<file path="src/hw/fcsr_pkg.sv">
package fcsr_pkg;
  // bus geometry
  localparam int ADDR_W = 8;
  localparam int DATA_W = 32;
  localparam logic [1:0] RESP_OKAY = 2'h0;
  localparam logic [1:0] RESP_SLVERR = 2'h2;

  // register byte offsets
  localparam logic [7:0] OFF_TAPE = 8'h00;
  localparam logic [7:0] OFF_MAIN = 8'h04;
  localparam logic [7:0] OFF_RATE_SEL = 8'h08;
  localparam logic [7:0] OFF_RATE_CTL = 8'h0c;
  localparam logic [7:0] OFF_DRV_OUT = 8'h10;
  localparam logic [7:0] OFF_CFG = 8'h14;
  localparam logic [7:0] OFF_DRV_ID = 8'h18;
  localparam logic [7:0] OFF_PCMP_TRK = 8'h1c;

  // reset values
  localparam logic [7:0] RATE_SEL_RST = 8'h02;
  localparam logic [7:0] DRV_OUT_RST = 8'h00;
  localparam logic [3:0] TAPE_RST = 4'h0;
  localparam logic [7:0] CFG_RST = 8'h00;
  localparam logic [7:0] DRV_ID_RST = 8'h00;
  localparam logic [7:0] PCMP_TRK_RST = 8'h00;
  localparam logic [7:0] MAIN_NOT_READY = 8'h00;

  // field positions
  localparam int CFG_ENH_BIT = 6;
  localparam int CFG_FOUR_BIT = 7;
  localparam int DOR_NRST_BIT = 2;
  localparam int DOR_DMA_BIT = 3;
  localparam int DOR_MOTOR_LSB = 4;
  localparam logic [1:0] TAPE_RSVD = 2'h3;

  // drive exchange codes
  localparam logic [1:0] XCHG_NONE = 2'h0;
  localparam logic [1:0] XCHG_01 = 2'h1;
  localparam logic [1:0] XCHG_02 = 2'h2;

  // data rate codes
  localparam logic [1:0] RATE_500K = 2'h0;
  localparam logic [1:0] RATE_300K = 2'h1;
  localparam logic [1:0] RATE_250K = 2'h2;
  localparam logic [1:0] RATE_1M = 2'h3;

  // precompensation codes and step counts (one step is 41.67 ns)
  localparam logic [2:0] PCMP_DEFAULT = 3'h0;
  localparam logic [2:0] PCMP_ZERO = 3'h7;
  localparam logic [2:0] PCMP_DEF_FAST = 3'h1;
  localparam logic [2:0] PCMP_DEF_SLOW = 3'h3;
  localparam logic [2:0] PCMP_NONE = 3'h0;

  // time to ready after reset, rounded down to whole cycles
  localparam int CLK_PERIOD_NS = 25;
  localparam int READY_TIME_NS = 2500000;
  localparam int READY_CYCLES = READY_TIME_NS / CLK_PERIOD_NS;
endpackage : fcsr_pkg

</file>
<file path="src/hw/fcsr_regs.sv">
// How it works
// - tape select 00 none, else drives 1-3
// - compatible mode hides tape bits 7..2
// - config bit 6 picks compatible/enhanced mode
// - exchange bits swap drive 0 with 1/2
// - no drive 3 swap; four-drive disables exchange
// - tape bits 5..4 show selected drive ID
// - tape bits 7..6 read as 11
// - status reads 00h until initialised
// - status reads 80h within 2.5 ms
// - drive busy set on seek, cleared on sense
// - command-in-progress spans first write to last read, or to last write if no result
// - non-DMA execution bit follows engine phase
// - direction bit shows host read or write
// - request-for-master clears per byte, resets low
// - rate-select write-only; last rate write wins
// - hardware reset loads 02h; soft reset keeps
// - rate codes 500k, 300k, 250k, 1M
// - precomp codes step 41.67 ns, 111 zero
// - default precomp 41.7 ns at 1M, else 125
// - precomp start track resets to 0
// - drive select activates exactly one drive
//
// The register offsets and the AXI4-Lite register port were left to the implementer.
`timescale 1ns/1ps
module fcsr_regs #(
  parameter int unsigned READY_CYCLES = fcsr_pkg::READY_CYCLES
) (
  // clock and reset
  input wire logic ref_clk,
  input wire logic rst,
  // axi4-lite write address and data
  input wire logic [fcsr_pkg::ADDR_W-1:0] s_axi_awaddr,
  input wire logic s_axi_awvalid,
  output logic s_axi_awready,
  input wire logic [fcsr_pkg::DATA_W-1:0] s_axi_wdata,
  input wire logic [3:0] s_axi_wstrb,
  input wire logic s_axi_wvalid,
  output logic s_axi_wready,
  // axi4-lite write response
  output logic [1:0] s_axi_bresp,
  output logic s_axi_bvalid,
  input wire logic s_axi_bready,
  // axi4-lite read
  input wire logic [fcsr_pkg::ADDR_W-1:0] s_axi_araddr,
  input wire logic s_axi_arvalid,
  output logic s_axi_arready,
  output logic [fcsr_pkg::DATA_W-1:0] s_axi_rdata,
  output logic [1:0] s_axi_rresp,
  output logic s_axi_rvalid,
  input wire logic s_axi_rready,
  // command engine events, one-cycle pulses
  input wire logic cmd_first_wr,
  input wire logic cmd_last_wr,
  input wire logic cmd_no_result,
  input wire logic result_last_rd,
  input wire logic seek_issue,
  input wire logic [1:0] seek_drive,
  input wire logic sense_first_rd,
  input wire logic [1:0] sense_drive,
  input wire logic byte_xfer,
  input wire logic ready_next,
  // command engine levels
  input wire logic exec_nondma,
  input wire logic dir_to_host,
  input wire logic int_status,
  input wire logic power_down,
  // drive and rate outputs
  output logic [3:0] drive_sel,
  output logic [3:0] motor_en,
  output logic dma_en,
  output logic ctl_reset,
  output logic [1:0] data_rate,
  output logic [2:0] precomp_steps,
  output logic [7:0] precomp_track,
  output logic [1:0] tape_drive
);

  // logical to physical drive mapping under an exchange code
  function automatic logic [1:0] fcsr_map(input logic [1:0] d, input logic [1:0] x);
    logic [1:0] m;
    m = d;
    if (x == fcsr_pkg::XCHG_01) begin
      if (d == 2'h0) m = 2'h1;
      else if (d == 2'h1) m = 2'h0;
    end else if (x == fcsr_pkg::XCHG_02) begin
      if (d == 2'h0) m = 2'h2;
      else if (d == 2'h2) m = 2'h0;
    end
    return m;
  endfunction : fcsr_map

  // address decode shared by read and write
  function automatic logic fcsr_hit(input logic [fcsr_pkg::ADDR_W-1:0] a);
    return (a == fcsr_pkg::OFF_TAPE) || (a == fcsr_pkg::OFF_MAIN) ||
           (a == fcsr_pkg::OFF_RATE_SEL) || (a == fcsr_pkg::OFF_RATE_CTL) ||
           (a == fcsr_pkg::OFF_DRV_OUT) || (a == fcsr_pkg::OFF_CFG) ||
           (a == fcsr_pkg::OFF_DRV_ID) || (a == fcsr_pkg::OFF_PCMP_TRK);
  endfunction : fcsr_hit

  localparam int CNT_W = $clog2(READY_CYCLES + 1);
  localparam logic [CNT_W-1:0] CNT_LAST = CNT_W'(READY_CYCLES - 1);

  // bus-side state
  logic aw_held_r;
  logic [fcsr_pkg::ADDR_W-1:0] aw_addr_r;
  logic w_held_r;
  logic [7:0] w_data_r;
  logic w_lane0_r;
  logic awready_r;
  logic wready_r;
  logic bvalid_r;
  logic [1:0] bresp_r;
  logic arready_r;
  logic rvalid_r;
  logic [fcsr_pkg::DATA_W-1:0] rdata_r;
  logic [1:0] rresp_r;

  // software registers
  logic [3:0] tape_r;          // exchange and tape select
  logic [7:0] rate_sel_r;      // write-only rate and precomp byte
  logic [1:0] rate_act_r;      // rate from the latest rate write
  logic [7:0] dor_r;           // drive output control
  logic [7:0] cfg_r;           // mode and four-drive bits
  logic [7:0] drv_id_r;        // two-bit id per drive
  logic [7:0] pcmp_trk_r;      // precomp start track

  // status state
  logic [CNT_W-1:0] init_cnt_r;
  logic ready_r;
  logic [3:0] busy_r;
  logic cip_r;
  logic rqm_r;

  // output flops
  logic [3:0] drive_sel_r;
  logic [3:0] motor_r;
  logic dma_en_r;
  logic ctl_reset_r;
  logic [2:0] pcmp_steps_r;

  // handshake terms
  wire take_aw = s_axi_awvalid & awready_r;
  wire take_w = s_axi_wvalid & wready_r;
  wire do_wr = aw_held_r & w_held_r & ~bvalid_r;
  wire take_ar = s_axi_arvalid & arready_r;
  wire aw_held_nxt = take_aw | (aw_held_r & ~do_wr);
  wire w_held_nxt = take_w | (w_held_r & ~do_wr);
  wire bvalid_nxt = do_wr | (bvalid_r & ~s_axi_bready);
  wire rvalid_nxt = take_ar | (rvalid_r & ~s_axi_rready);

  // write strobes per register, low byte lane only
  wire wr_ok = do_wr & w_lane0_r;
  wire wr_tape = wr_ok & (aw_addr_r == fcsr_pkg::OFF_TAPE);
  wire wr_rate_sel = wr_ok & (aw_addr_r == fcsr_pkg::OFF_RATE_SEL);
  wire wr_rate_ctl = wr_ok & (aw_addr_r == fcsr_pkg::OFF_RATE_CTL);
  wire wr_dor = wr_ok & (aw_addr_r == fcsr_pkg::OFF_DRV_OUT);
  wire wr_cfg = wr_ok & (aw_addr_r == fcsr_pkg::OFF_CFG);
  wire wr_drv_id = wr_ok & (aw_addr_r == fcsr_pkg::OFF_DRV_ID);
  wire wr_pcmp_trk = wr_ok & (aw_addr_r == fcsr_pkg::OFF_PCMP_TRK);

  // mode decode
  wire enh_mode = cfg_r[fcsr_pkg::CFG_ENH_BIT];
  wire four_drive = cfg_r[fcsr_pkg::CFG_FOUR_BIT];
  // exchange only in enhanced mode and never with four drives; 11 acts as none
  wire [1:0] xchg_eff = (enh_mode && !four_drive && tape_r[3:2] != 2'h3) ?
                        tape_r[3:2] : fcsr_pkg::XCHG_NONE;
  wire [1:0] dor_sel = dor_r[1:0];

  // id of the selected drive
  wire [1:0] sel_id = drv_id_r[{dor_sel, 1'b0} +: 2];
  // tape readback differs by mode
  wire [7:0] tape_rd = enh_mode ? {fcsr_pkg::TAPE_RSVD, sel_id, tape_r} :
                       {6'h00, tape_r[1:0]};

  // status readback; all zero until initialised
  wire hold_init = ~dor_r[fcsr_pkg::DOR_NRST_BIT] | power_down;
  wire nondma_bit = ready_r & exec_nondma;
  wire dir_bit = ready_r & dir_to_host;
  wire [7:0] main_rd = ready_r ? {rqm_r, dir_bit, nondma_bit, cip_r, busy_r} :
                       fcsr_pkg::MAIN_NOT_READY;

  // read multiplexer; rate-select and rate-control read as zero
  wire [7:0] rd_byte = (s_axi_araddr == fcsr_pkg::OFF_TAPE) ? tape_rd :
                       (s_axi_araddr == fcsr_pkg::OFF_MAIN) ? main_rd :
                       (s_axi_araddr == fcsr_pkg::OFF_DRV_OUT) ? dor_r :
                       (s_axi_araddr == fcsr_pkg::OFF_CFG) ? cfg_r :
                       (s_axi_araddr == fcsr_pkg::OFF_DRV_ID) ? drv_id_r :
                       (s_axi_araddr == fcsr_pkg::OFF_PCMP_TRK) ? pcmp_trk_r :
                       8'h00;
  wire rd_hit = fcsr_hit(s_axi_araddr);

  // ready counter end
  wire ready_set = ~hold_init & ~ready_r & (init_cnt_r == CNT_LAST);

  // busy bits: set wins over clear
  logic [3:0] busy_nxt;
  logic [3:0] drive_sel_nxt;   // physical selects after exchange
  logic [3:0] motor_nxt;       // physical motors after exchange
  genvar g;
  for (g = 0; g < 4; g++) begin : g_drv
    // per-drive busy
    assign busy_nxt[g] = ready_r & ((seek_issue && seek_drive == 2'(g)) |
                         (busy_r[g] & ~(sense_first_rd && sense_drive == 2'(g))));
    // physical outputs follow the mapped logical drive
    assign drive_sel_nxt[g] = (fcsr_map(2'(g), xchg_eff) == dor_sel);
    assign motor_nxt[g] = dor_r[fcsr_pkg::DOR_MOTOR_LSB + int'(fcsr_map(2'(g), xchg_eff))];
  end

  // command in progress: first write sets, end of command clears
  wire cip_clr = result_last_rd | (cmd_last_wr & cmd_no_result);
  wire cip_nxt = ready_r & (cmd_first_wr | (cip_r & ~cip_clr));

  // request for master
  wire rqm_nxt = hold_init ? 1'b0 :
                 !ready_r ? ready_set :
                 exec_nondma ? int_status :
                 ready_next ? 1'b1 :
                 byte_xfer ? 1'b0 : rqm_r;

  // precomp step count from code and active rate
  wire [2:0] pcmp_code = rate_sel_r[4:2];
  wire [2:0] pcmp_def = (rate_act_r == fcsr_pkg::RATE_1M) ?
                        fcsr_pkg::PCMP_DEF_FAST : fcsr_pkg::PCMP_DEF_SLOW;
  wire [2:0] pcmp_nxt = (pcmp_code == fcsr_pkg::PCMP_DEFAULT) ? pcmp_def :
                        (pcmp_code == fcsr_pkg::PCMP_ZERO) ? fcsr_pkg::PCMP_NONE :
                        pcmp_code;

  // axi channel control
  always_ff @(posedge ref_clk or posedge rst) begin
    if (rst) begin
      aw_held_r <= 1'b0;
      w_held_r <= 1'b0;
      awready_r <= 1'b0;
      wready_r <= 1'b0;
      bvalid_r <= 1'b0;
      arready_r <= 1'b0;
      rvalid_r <= 1'b0;
    end else begin
      aw_held_r <= aw_held_nxt;
      w_held_r <= w_held_nxt;
      awready_r <= ~aw_held_nxt;
      wready_r <= ~w_held_nxt;
      bvalid_r <= bvalid_nxt;
      arready_r <= ~rvalid_nxt;
      rvalid_r <= rvalid_nxt;
    end
  end

  // axi payload capture
  always_ff @(posedge ref_clk or posedge rst) begin
    if (rst) begin
      aw_addr_r <= '0;
      w_data_r <= 8'h00;
      w_lane0_r <= 1'b0;
      bresp_r <= fcsr_pkg::RESP_OKAY;
      rdata_r <= '0;
      rresp_r <= fcsr_pkg::RESP_OKAY;
    end else begin
      if (take_aw) aw_addr_r <= s_axi_awaddr;
      if (take_w) begin
        w_data_r <= s_axi_wdata[7:0];
        w_lane0_r <= s_axi_wstrb[0];
      end
      // unmapped addresses answer slave error
      if (do_wr) bresp_r <= fcsr_hit(aw_addr_r) ? fcsr_pkg::RESP_OKAY : fcsr_pkg::RESP_SLVERR;
      if (take_ar) begin
        rdata_r <= {24'h000000, rd_byte};
        rresp_r <= rd_hit ? fcsr_pkg::RESP_OKAY : fcsr_pkg::RESP_SLVERR;
      end
    end
  end

  // registers cleared only by hardware reset; soft reset leaves them
  always_ff @(posedge ref_clk or posedge rst) begin
    if (rst) begin
      tape_r <= fcsr_pkg::TAPE_RST;
      rate_sel_r <= fcsr_pkg::RATE_SEL_RST;
      rate_act_r <= fcsr_pkg::RATE_SEL_RST[1:0];
      dor_r <= fcsr_pkg::DRV_OUT_RST;
      cfg_r <= fcsr_pkg::CFG_RST;
      drv_id_r <= fcsr_pkg::DRV_ID_RST;
      pcmp_trk_r <= fcsr_pkg::PCMP_TRK_RST;
    end else begin
      if (wr_tape) tape_r <= w_data_r[3:0];
      if (wr_rate_sel) rate_sel_r <= w_data_r;
      // one write per time, so the latest of the two rate writes wins
      if (wr_rate_sel || wr_rate_ctl) rate_act_r <= w_data_r[1:0];
      if (wr_dor) dor_r <= w_data_r;
      if (wr_cfg) cfg_r <= w_data_r;
      if (wr_drv_id) drv_id_r <= w_data_r;
      if (wr_pcmp_trk) pcmp_trk_r <= w_data_r;
    end
  end

  // init counter restarts on soft reset or power down
  always_ff @(posedge ref_clk or posedge rst) begin
    if (rst) begin
      init_cnt_r <= '0;
      ready_r <= 1'b0;
    end else if (hold_init) begin
      init_cnt_r <= '0;
      ready_r <= 1'b0;
    end else if (!ready_r) begin
      init_cnt_r <= init_cnt_r + CNT_W'(1);
      ready_r <= ready_set;
    end
  end

  // status flags
  always_ff @(posedge ref_clk or posedge rst) begin
    if (rst) begin
      busy_r <= 4'h0;
      cip_r <= 1'b0;
      rqm_r <= 1'b0;
    end else begin
      busy_r <= busy_nxt;
      cip_r <= cip_nxt;
      rqm_r <= rqm_nxt;
    end
  end

  // drive side outputs
  always_ff @(posedge ref_clk or posedge rst) begin
    if (rst) begin
      drive_sel_r <= 4'h1;
      motor_r <= 4'h0;
      dma_en_r <= 1'b0;
      ctl_reset_r <= 1'b1;
      pcmp_steps_r <= fcsr_pkg::PCMP_DEF_SLOW;
    end else begin
      drive_sel_r <= drive_sel_nxt;
      motor_r <= motor_nxt;
      dma_en_r <= dor_r[fcsr_pkg::DOR_DMA_BIT];
      ctl_reset_r <= hold_init;
      pcmp_steps_r <= pcmp_nxt;
    end
  end

  // port drive
  assign s_axi_awready = awready_r;
  assign s_axi_wready = wready_r;
  assign s_axi_bvalid = bvalid_r;
  assign s_axi_bresp = bresp_r;
  assign s_axi_arready = arready_r;
  assign s_axi_rvalid = rvalid_r;
  assign s_axi_rdata = rdata_r;
  assign s_axi_rresp = rresp_r;
  assign drive_sel = drive_sel_r;
  assign motor_en = motor_r;
  assign dma_en = dma_en_r;
  assign ctl_reset = ctl_reset_r;
  assign data_rate = rate_act_r;
  assign precomp_steps = pcmp_steps_r;
  assign precomp_track = pcmp_trk_r;
  assign tape_drive = tape_r[1:0];
endmodule : fcsr_regs

</file>
<file path="config.mk">
export PLATFORM = sky130hd
export DESIGN_NAME = fcsr_regs
export DESIGN_NICKNAME = d
export VERILOG_FILES = /design/src/hw/fcsr_pkg.sv /design/src/hw/fcsr_regs.sv
export SDC_FILE = /design/constraint.sdc
export NUM_CORES = 1
export LEC_CHECK = 0
export ABC_CLOCK_PERIOD_IN_PS = 7690
export BUFFER_PORTS_ARGS = -buffer_cell sky130_fd_sc_hd__clkbuf_2
export CORE_MARGIN = 2
export CORE_UTILIZATION = 45
export CTS_BUF_LIST = sky130_fd_sc_hd__clkbuf_2
export DETAILED_ROUTE_END_ITERATION = 12
export GPL_TIMING_DRIVEN = 1
export PLACE_DENSITY = 0.73
export SLEW_MARGIN = 5
export SYNTH_ARGS = -nofsm -noshare
export SYNTH_HDL_FRONTEND = slang
export SYNTH_SLANG_ARGS = --single-unit
</file>
<file path="constraint.sdc">
create_clock -name ref_clk -period 7.69 [get_ports ref_clk]
set_input_delay 0.3845 -clock ref_clk [delete_from_list [all_inputs] [get_ports ref_clk]]
set_output_delay 0.3845 -clock ref_clk [all_outputs]
set_load 0.05 [all_outputs]
</file>
# Word-level counts from Yosys, hierarchy flattened

Cells that the tools add are included.

Register bits after elaboration: 116
Input port bits: 75
Output and inout bits: 66
Word-level logic and storage cells: 196

Add/subtract/negate cells: 4
$lt $le $gt $ge: 3
Eq/ne operators: 32
Shift operators: 1
Muxes and demuxes: 37
Bitwise gates (word level): 58
Reduce and logical (&&, ||, !) cells: 31

Operators by type and width:

| operator                                                        | count |
|---|---|
| 8-bit by 5-bit == test with 1-bit output, second input constant | 8 |
| 8-bit 2-to-1 mux                                                | 8 |
| 17-bit 2-to-1 mux                                               | 2 |
| 1-bit AND                                                       | 32 |
| 8-bit by 4-bit == test with 1-bit output, second input constant | 4 |
| 17-bit by 1-bit adder with 17-bit output, second input constant | 1 |
| 17-bit == test, second input constant                           | 1 |
| 8-bit by 3-bit == test with 1-bit output, second input constant | 2 |
| 8-bit zero test                                                 | 2 |
| 2-bit 2-to-1 mux                                                | 8 |
| 1-bit logical OR                                                | 15 |
| 1-bit NOT                                                       | 15 |
| 1-bit 2-to-1 mux                                                | 14 |
| 3-bit by 2-bit adder with 4-bit output, first input constant    | 3 |
| 2-bit == test, second input constant                            | 6 |
| 4-bit less-than comparator, second input constant               | 3 |
| 1-bit OR                                                        | 11 |
| 1-bit logical AND                                               | 10 |
| 1-bit binary-select mux with 3-bit select                       | 3 |
| 8-bit by 4-bit indexed part select with 2-bit output            | 1 |
| 2-bit by 1-bit == test with 1-bit output, second input constant | 3 |
| 2-bit == test                                                   | 3 |
| 3-bit 2-to-1 mux                                                | 2 |
| 5-bit by 4-bit != test with 1-bit output, second input constant | 1 |
| 7 further kinds                                                 | 8 |

# Depth between registers and ports, before layout

Depth in word-level cells: 11
Depth in mapped cells: 6
Mapped depth without buffers: 5

# Least setup slack after synthesis

No wires, ideal clock.

Path type: reg2reg
From: register bvalid_r, in the netlist s_axi_bvalid
To: register drv_id_r[0]
Setup time: 0.125 ns
Arrival: 1.872 ns
Data required time: 7.565 ns
Setup slack: 5.693 ns
Stages on the path, launching flop included: 6
Buffers on the path: 1
Clock period less this slack: 1.997 ns
Cells stage by stage: dfrtp_1 -> nand3b_1 -> nor3_4 -> and3_2 -> buf_4 -> mux2_2

Word-level cells in the longest chain between the ends: 4

Ends and longest elaborated chain:

| element                | line             | source |
|---|---|---|
| from (decl)            | fcsr_regs.sv:112 | `logic bvalid_r;` |
| from (signal assigned) | fcsr_regs.sv:244 | `bvalid_r <= bvalid_nxt;` |
| 1-bit NOT              | fcsr_regs.sv:145 | `wire do_wr = aw_held_r & w_held_r & ~bvalid_r;` |
| 1-bit AND              | fcsr_regs.sv:145 |  |
| 1-bit AND              | fcsr_regs.sv:153 | `wire wr_ok = do_wr & w_lane0_r;` |
| 1-bit AND              | fcsr_regs.sv:159 | `wire wr_drv_id = wr_ok & (aw_addr_r == fcsr_pkg::OFF_DRV_ID);` |
| to (signal assigned)   | fcsr_regs.sv:282 | `drv_id_r <= fcsr_pkg::DRV_ID_RST;` |
| to (signal assigned)   | fcsr_regs.sv:291 | `if (wr_drv_id) drv_id_r <= w_data_r;` |
| to (decl)              | fcsr_regs.sv:125 | `logic [7:0] drv_id_r;` |

Every way passes these cells.
A chain may end at the register's enable or synchronous reset.

# Worst setup path in the final report

From: register aw_addr_r[1] in the netlist's numbering
To: register pcmp_trk_r[0], in the netlist precomp_track[0]

Word-level cells in the longest chain between the ends: 2

Ends and longest elaborated chain:

| element                                  | line             | source |
|---|---|---|
| from (decl)                              | fcsr_regs.sv:106 | `logic [fcsr_pkg::ADDR_W-1:0] aw_addr_r;` |
| from (signal assigned)                   | fcsr_regs.sv:260 | `if (take_aw) aw_addr_r <= s_axi_awaddr;` |
| 8-bit by 5-bit == test with 1-bit output | fcsr_regs.sv:160 | `wire wr_pcmp_trk = wr_ok & (aw_addr_r == fcsr_pkg::OFF_PCMP_TRK);` |
| 1-bit AND                                | fcsr_regs.sv:160 |  |
| to (signal assigned)                     | fcsr_regs.sv:283 | `pcmp_trk_r <= fcsr_pkg::PCMP_TRK_RST;` |
| to (signal assigned)                     | fcsr_regs.sv:292 | `if (wr_pcmp_trk) pcmp_trk_r <= w_data_r;` |
| to (decl)                                | fcsr_regs.sv:126 | `logic [7:0] pcmp_trk_r;` |

Every way passes these cells.

==> flow_summary.yaml <==
detailed_routing:
  viasPerCell: 5.46
  totalWireLength_um: 11100
  drc: 13
  routedWlPerCell_um: 15.6
  vias: 3901
  dr.pass1.iters: 9
  drt_iter0_markers: 215
  ant_nets: 0
sta:
  tns_ps: 0
  fin_crit_sh: 0.282
  setup_ws_ps: 5520
  fin_skew_ps: 37.6
  timing.final.hold_violations: 0
  slew_violations: 0
  slew-limit-headroom: 0.395
  timing.fmax_mhz: 462
  worst_pin_slew_ps: 908
  rsz0062_at_grt: "no"
  hold_ws_ps: 55.7
  fin_crit_ps: 2170
  finalSetupViolations: 0
job:
  cap_viol_max_count: 0
cells_and_area:
  num-nets-final: 644
  fin_area_sq_um: 6090
  finish.utilization: 0.529
  fillers: 1021
  area_growth_pct: 14.2
  multi_input_area_sq_um: 2280
  seq_area_sq_um: 2810
  drive_above_1_share: 0.316
  num_antenna_cells: 0
synthesis:
  synth-main-ff-cell: "dfrtp_1"
  synth_area_leaders: "dfrtp_1, mux2_2, buf_4"
  async_flop_share: 1.00
  synth_edf_count: 0
  syn_inst: 465
  synth.top_cell.area_share: 0.502
  synth_seq_cells: 112
  syn_area_per_cell_sq_um: 11.5
  yosysTopAreaCell: "dfrtp_1"
  ys_warn_count: 0
  synth_area_sq_um: 5340
  ys_seq_area_frac: 0.526
  ys_types: 53
setup_path:
  worst-setup-path-type: "flop to flop"
  r2r_start: "aw_addr_r[1]"
  crit_path_start_kind: "flop"
  cp.arrival_ps: 2670
  setup.worst_path.end_class: "flop"
  required_ps: 8190
  worst-path-max-fanout: 8
  critPathLaunch: "aw_addr_r[1]"
global_routing:
  grt_remaining_overflow: 0
  antenna_found_initial: 0
  grt_use_total: 0.180
  grt_pass1_wl_um: 18100
  grt_max_degree: 76
  grt_pass1_vias: 3617
cts:
  cts_buffers: 9
  root_buffer: "clkbuf_2"
  cts.sinks: 112
  path_clk_slew_ps: 280
  clock_latency_ps: 610
  cts_tree: "built"
  clock_tree.buffer_depth: 2
  ctsResizeCount: 0
  htreeDepth: 3
power_and_ir_drop:
  power.density_nw_per_um2: 235
  p_leak_nw: 2.83
  ir_drop_uv: 237
die:
  core_sq_um: 11500
  initial_core_util: 0.463
  io_pins: 141
  rows: 39
  die_x_um: 113
  die_h_um: 113
  die_area_sq_um: 12700
place:
  dp_slack_ps: 5510
  hpwl_um: 8130
  routabilityCongestion: 0.859
  post_dp_cell_area_sq_um: 5780
  port_buffers: 87
min_path:
  hold_start: "seek_drive[0]"
  hold_path_class: "primary input to flop"
run_status:
  violations: "DRC"
  outcome: "finished, violations left"
-- metrics by stage --
step	total power, W	instances
3_5_place_dp	0.00120	678
4_1_cts	0.00144	715
3_3_place_gp	0.00119	678
5_1_grt	0.00151	715
6_report	0.00143	715
2_1_floorplan	0.00110	490
-- flip-flops by register name, summed over array words and instances (netlist names), 2 cells and up --
name	cells
init_cnt_r	17
aw_addr_r	8
cfg_r	8
dor_r	8
drv_id_r	8
precomp_track	8
s_axi_rdata	8
w_data_r	8
busy_r	4
drive_sel	4
motor_en	4
tape_r	4
precomp_steps	3
rate_sel_r	3
data_rate	2
-- cell usage in the layout, fill, tap and decap left out, types with 7 or more instances in the layout --
cell type / instances
dfrtp_1: 107
clkbuf_2: 96
mux2_2: 60
nor2_1: 29
conb_1: 26
a21oi_1: 22
dlygate4sd3_1: 22
nand2_1: 18
inv_1: 17
nor3b_1: 16
o21ai_0: 14
nand3_1: 11
mux2i_1: 10
xnor2_1: 10
or3_1: 8
nor3_1: 7
a31oi_1: 7
-- repair_timing --
item,CTS,global route
hold buffers,22,0
buffers inserted,0,0
hold endpoints to repair,57,0
-- routing by layer --
layer | track usage | part of all wire | wire, um
met1 | 0.244 | 0.44 | 4920
met2 | 0.287 | 0.47 | 5290
met3 | 0.0541 | 0.069 | 774
met4 | 0.0431 | 0.013 | 150
met5 | 0 | 0 | 0
-- cells in the mapped netlist, types with 2 or more instances --
cell,count
dfstp_2,5
clkbuf_1,10
nor4_1,4
nor2_1,29
xnor2_1,10
nor3_1,7
nand3b_1,5
a31oi_1,7
o21ai_0,14
a32oi_1,3
mux2i_1,10
or3_1,8
nor2b_1,5
or4_1,4
xor2_1,4
nor4bb_1,2
nand2b_1,2
nand2_1,18
nand3_1,11
a22oi_1,4
nor3b_1,16
nand4_1,4
buf_4,29
o211ai_1,6
mux2_2,60
and4_1,2
and3_2,2
buf_2,2
o22ai_1,6
mux4_2,2
dfrtp_1,107
buf_1,2
a21oi_1,22
a211oi_1,3
inv_1,18
and2_1,4
a41oi_1,2
-- final cells by class --
type | count | share of cell area
flip-flops and latches | 112 | 0.461
well taps | 143 | 0.0294
inverters | 18 | 0.0115
repair buffers | 110 | 0.109
clock inverters | 6 | 0.00780
multi-input cells | 317 | 0.374
clock buffers | 9 | 0.00739
-- path summary, 6_finish.rpt --
kind                                    end  slack, ps  depth (start not counted)
setup reg to reg           precomp_track[0]       5520                          4
hold reg to reg                 motor_en[3]        470                          0
min in group asynchronous    s_axi_rdata[0]        280                          3
max in group asynchronous          cfg_r[4]       6120                          4
setup / recovery           precomp_track[0]       5520                          4
hold / removal                    busy_r[1]         60                          3
-- report_power, final --
group	internal (W)	leakage [nW]	switching, W
logic	0.000139	1.30	0.000262
clock network	0.0000428	0.0579	0.000190
registers	0.000693	1.47	0.000103
total	0.000874	2.83	0.000555
-- cell families after synthesis --
logic type                 after synthesis  share of synthesized area
AOI/OAI and AO/OA                       70                     0.0797
xor gates and xnor gates                14                     0.0230
buffers and inverters                   61                     0.0638
and+or+nand+nor                        134                      0.150
other                                    1                   0.000703
adders and majority gates                1                    0.00234
DFF                                    112                      0.526
muxes                                   72                      0.154
-- worst max-delay path: stages, from the launching register on --
cell and delay (ps):
dfrtp_1 450, or4_4 540, nor3_4 320, nand4_2 370, mux2_2 390
Power figures use the tool's default switching activity.
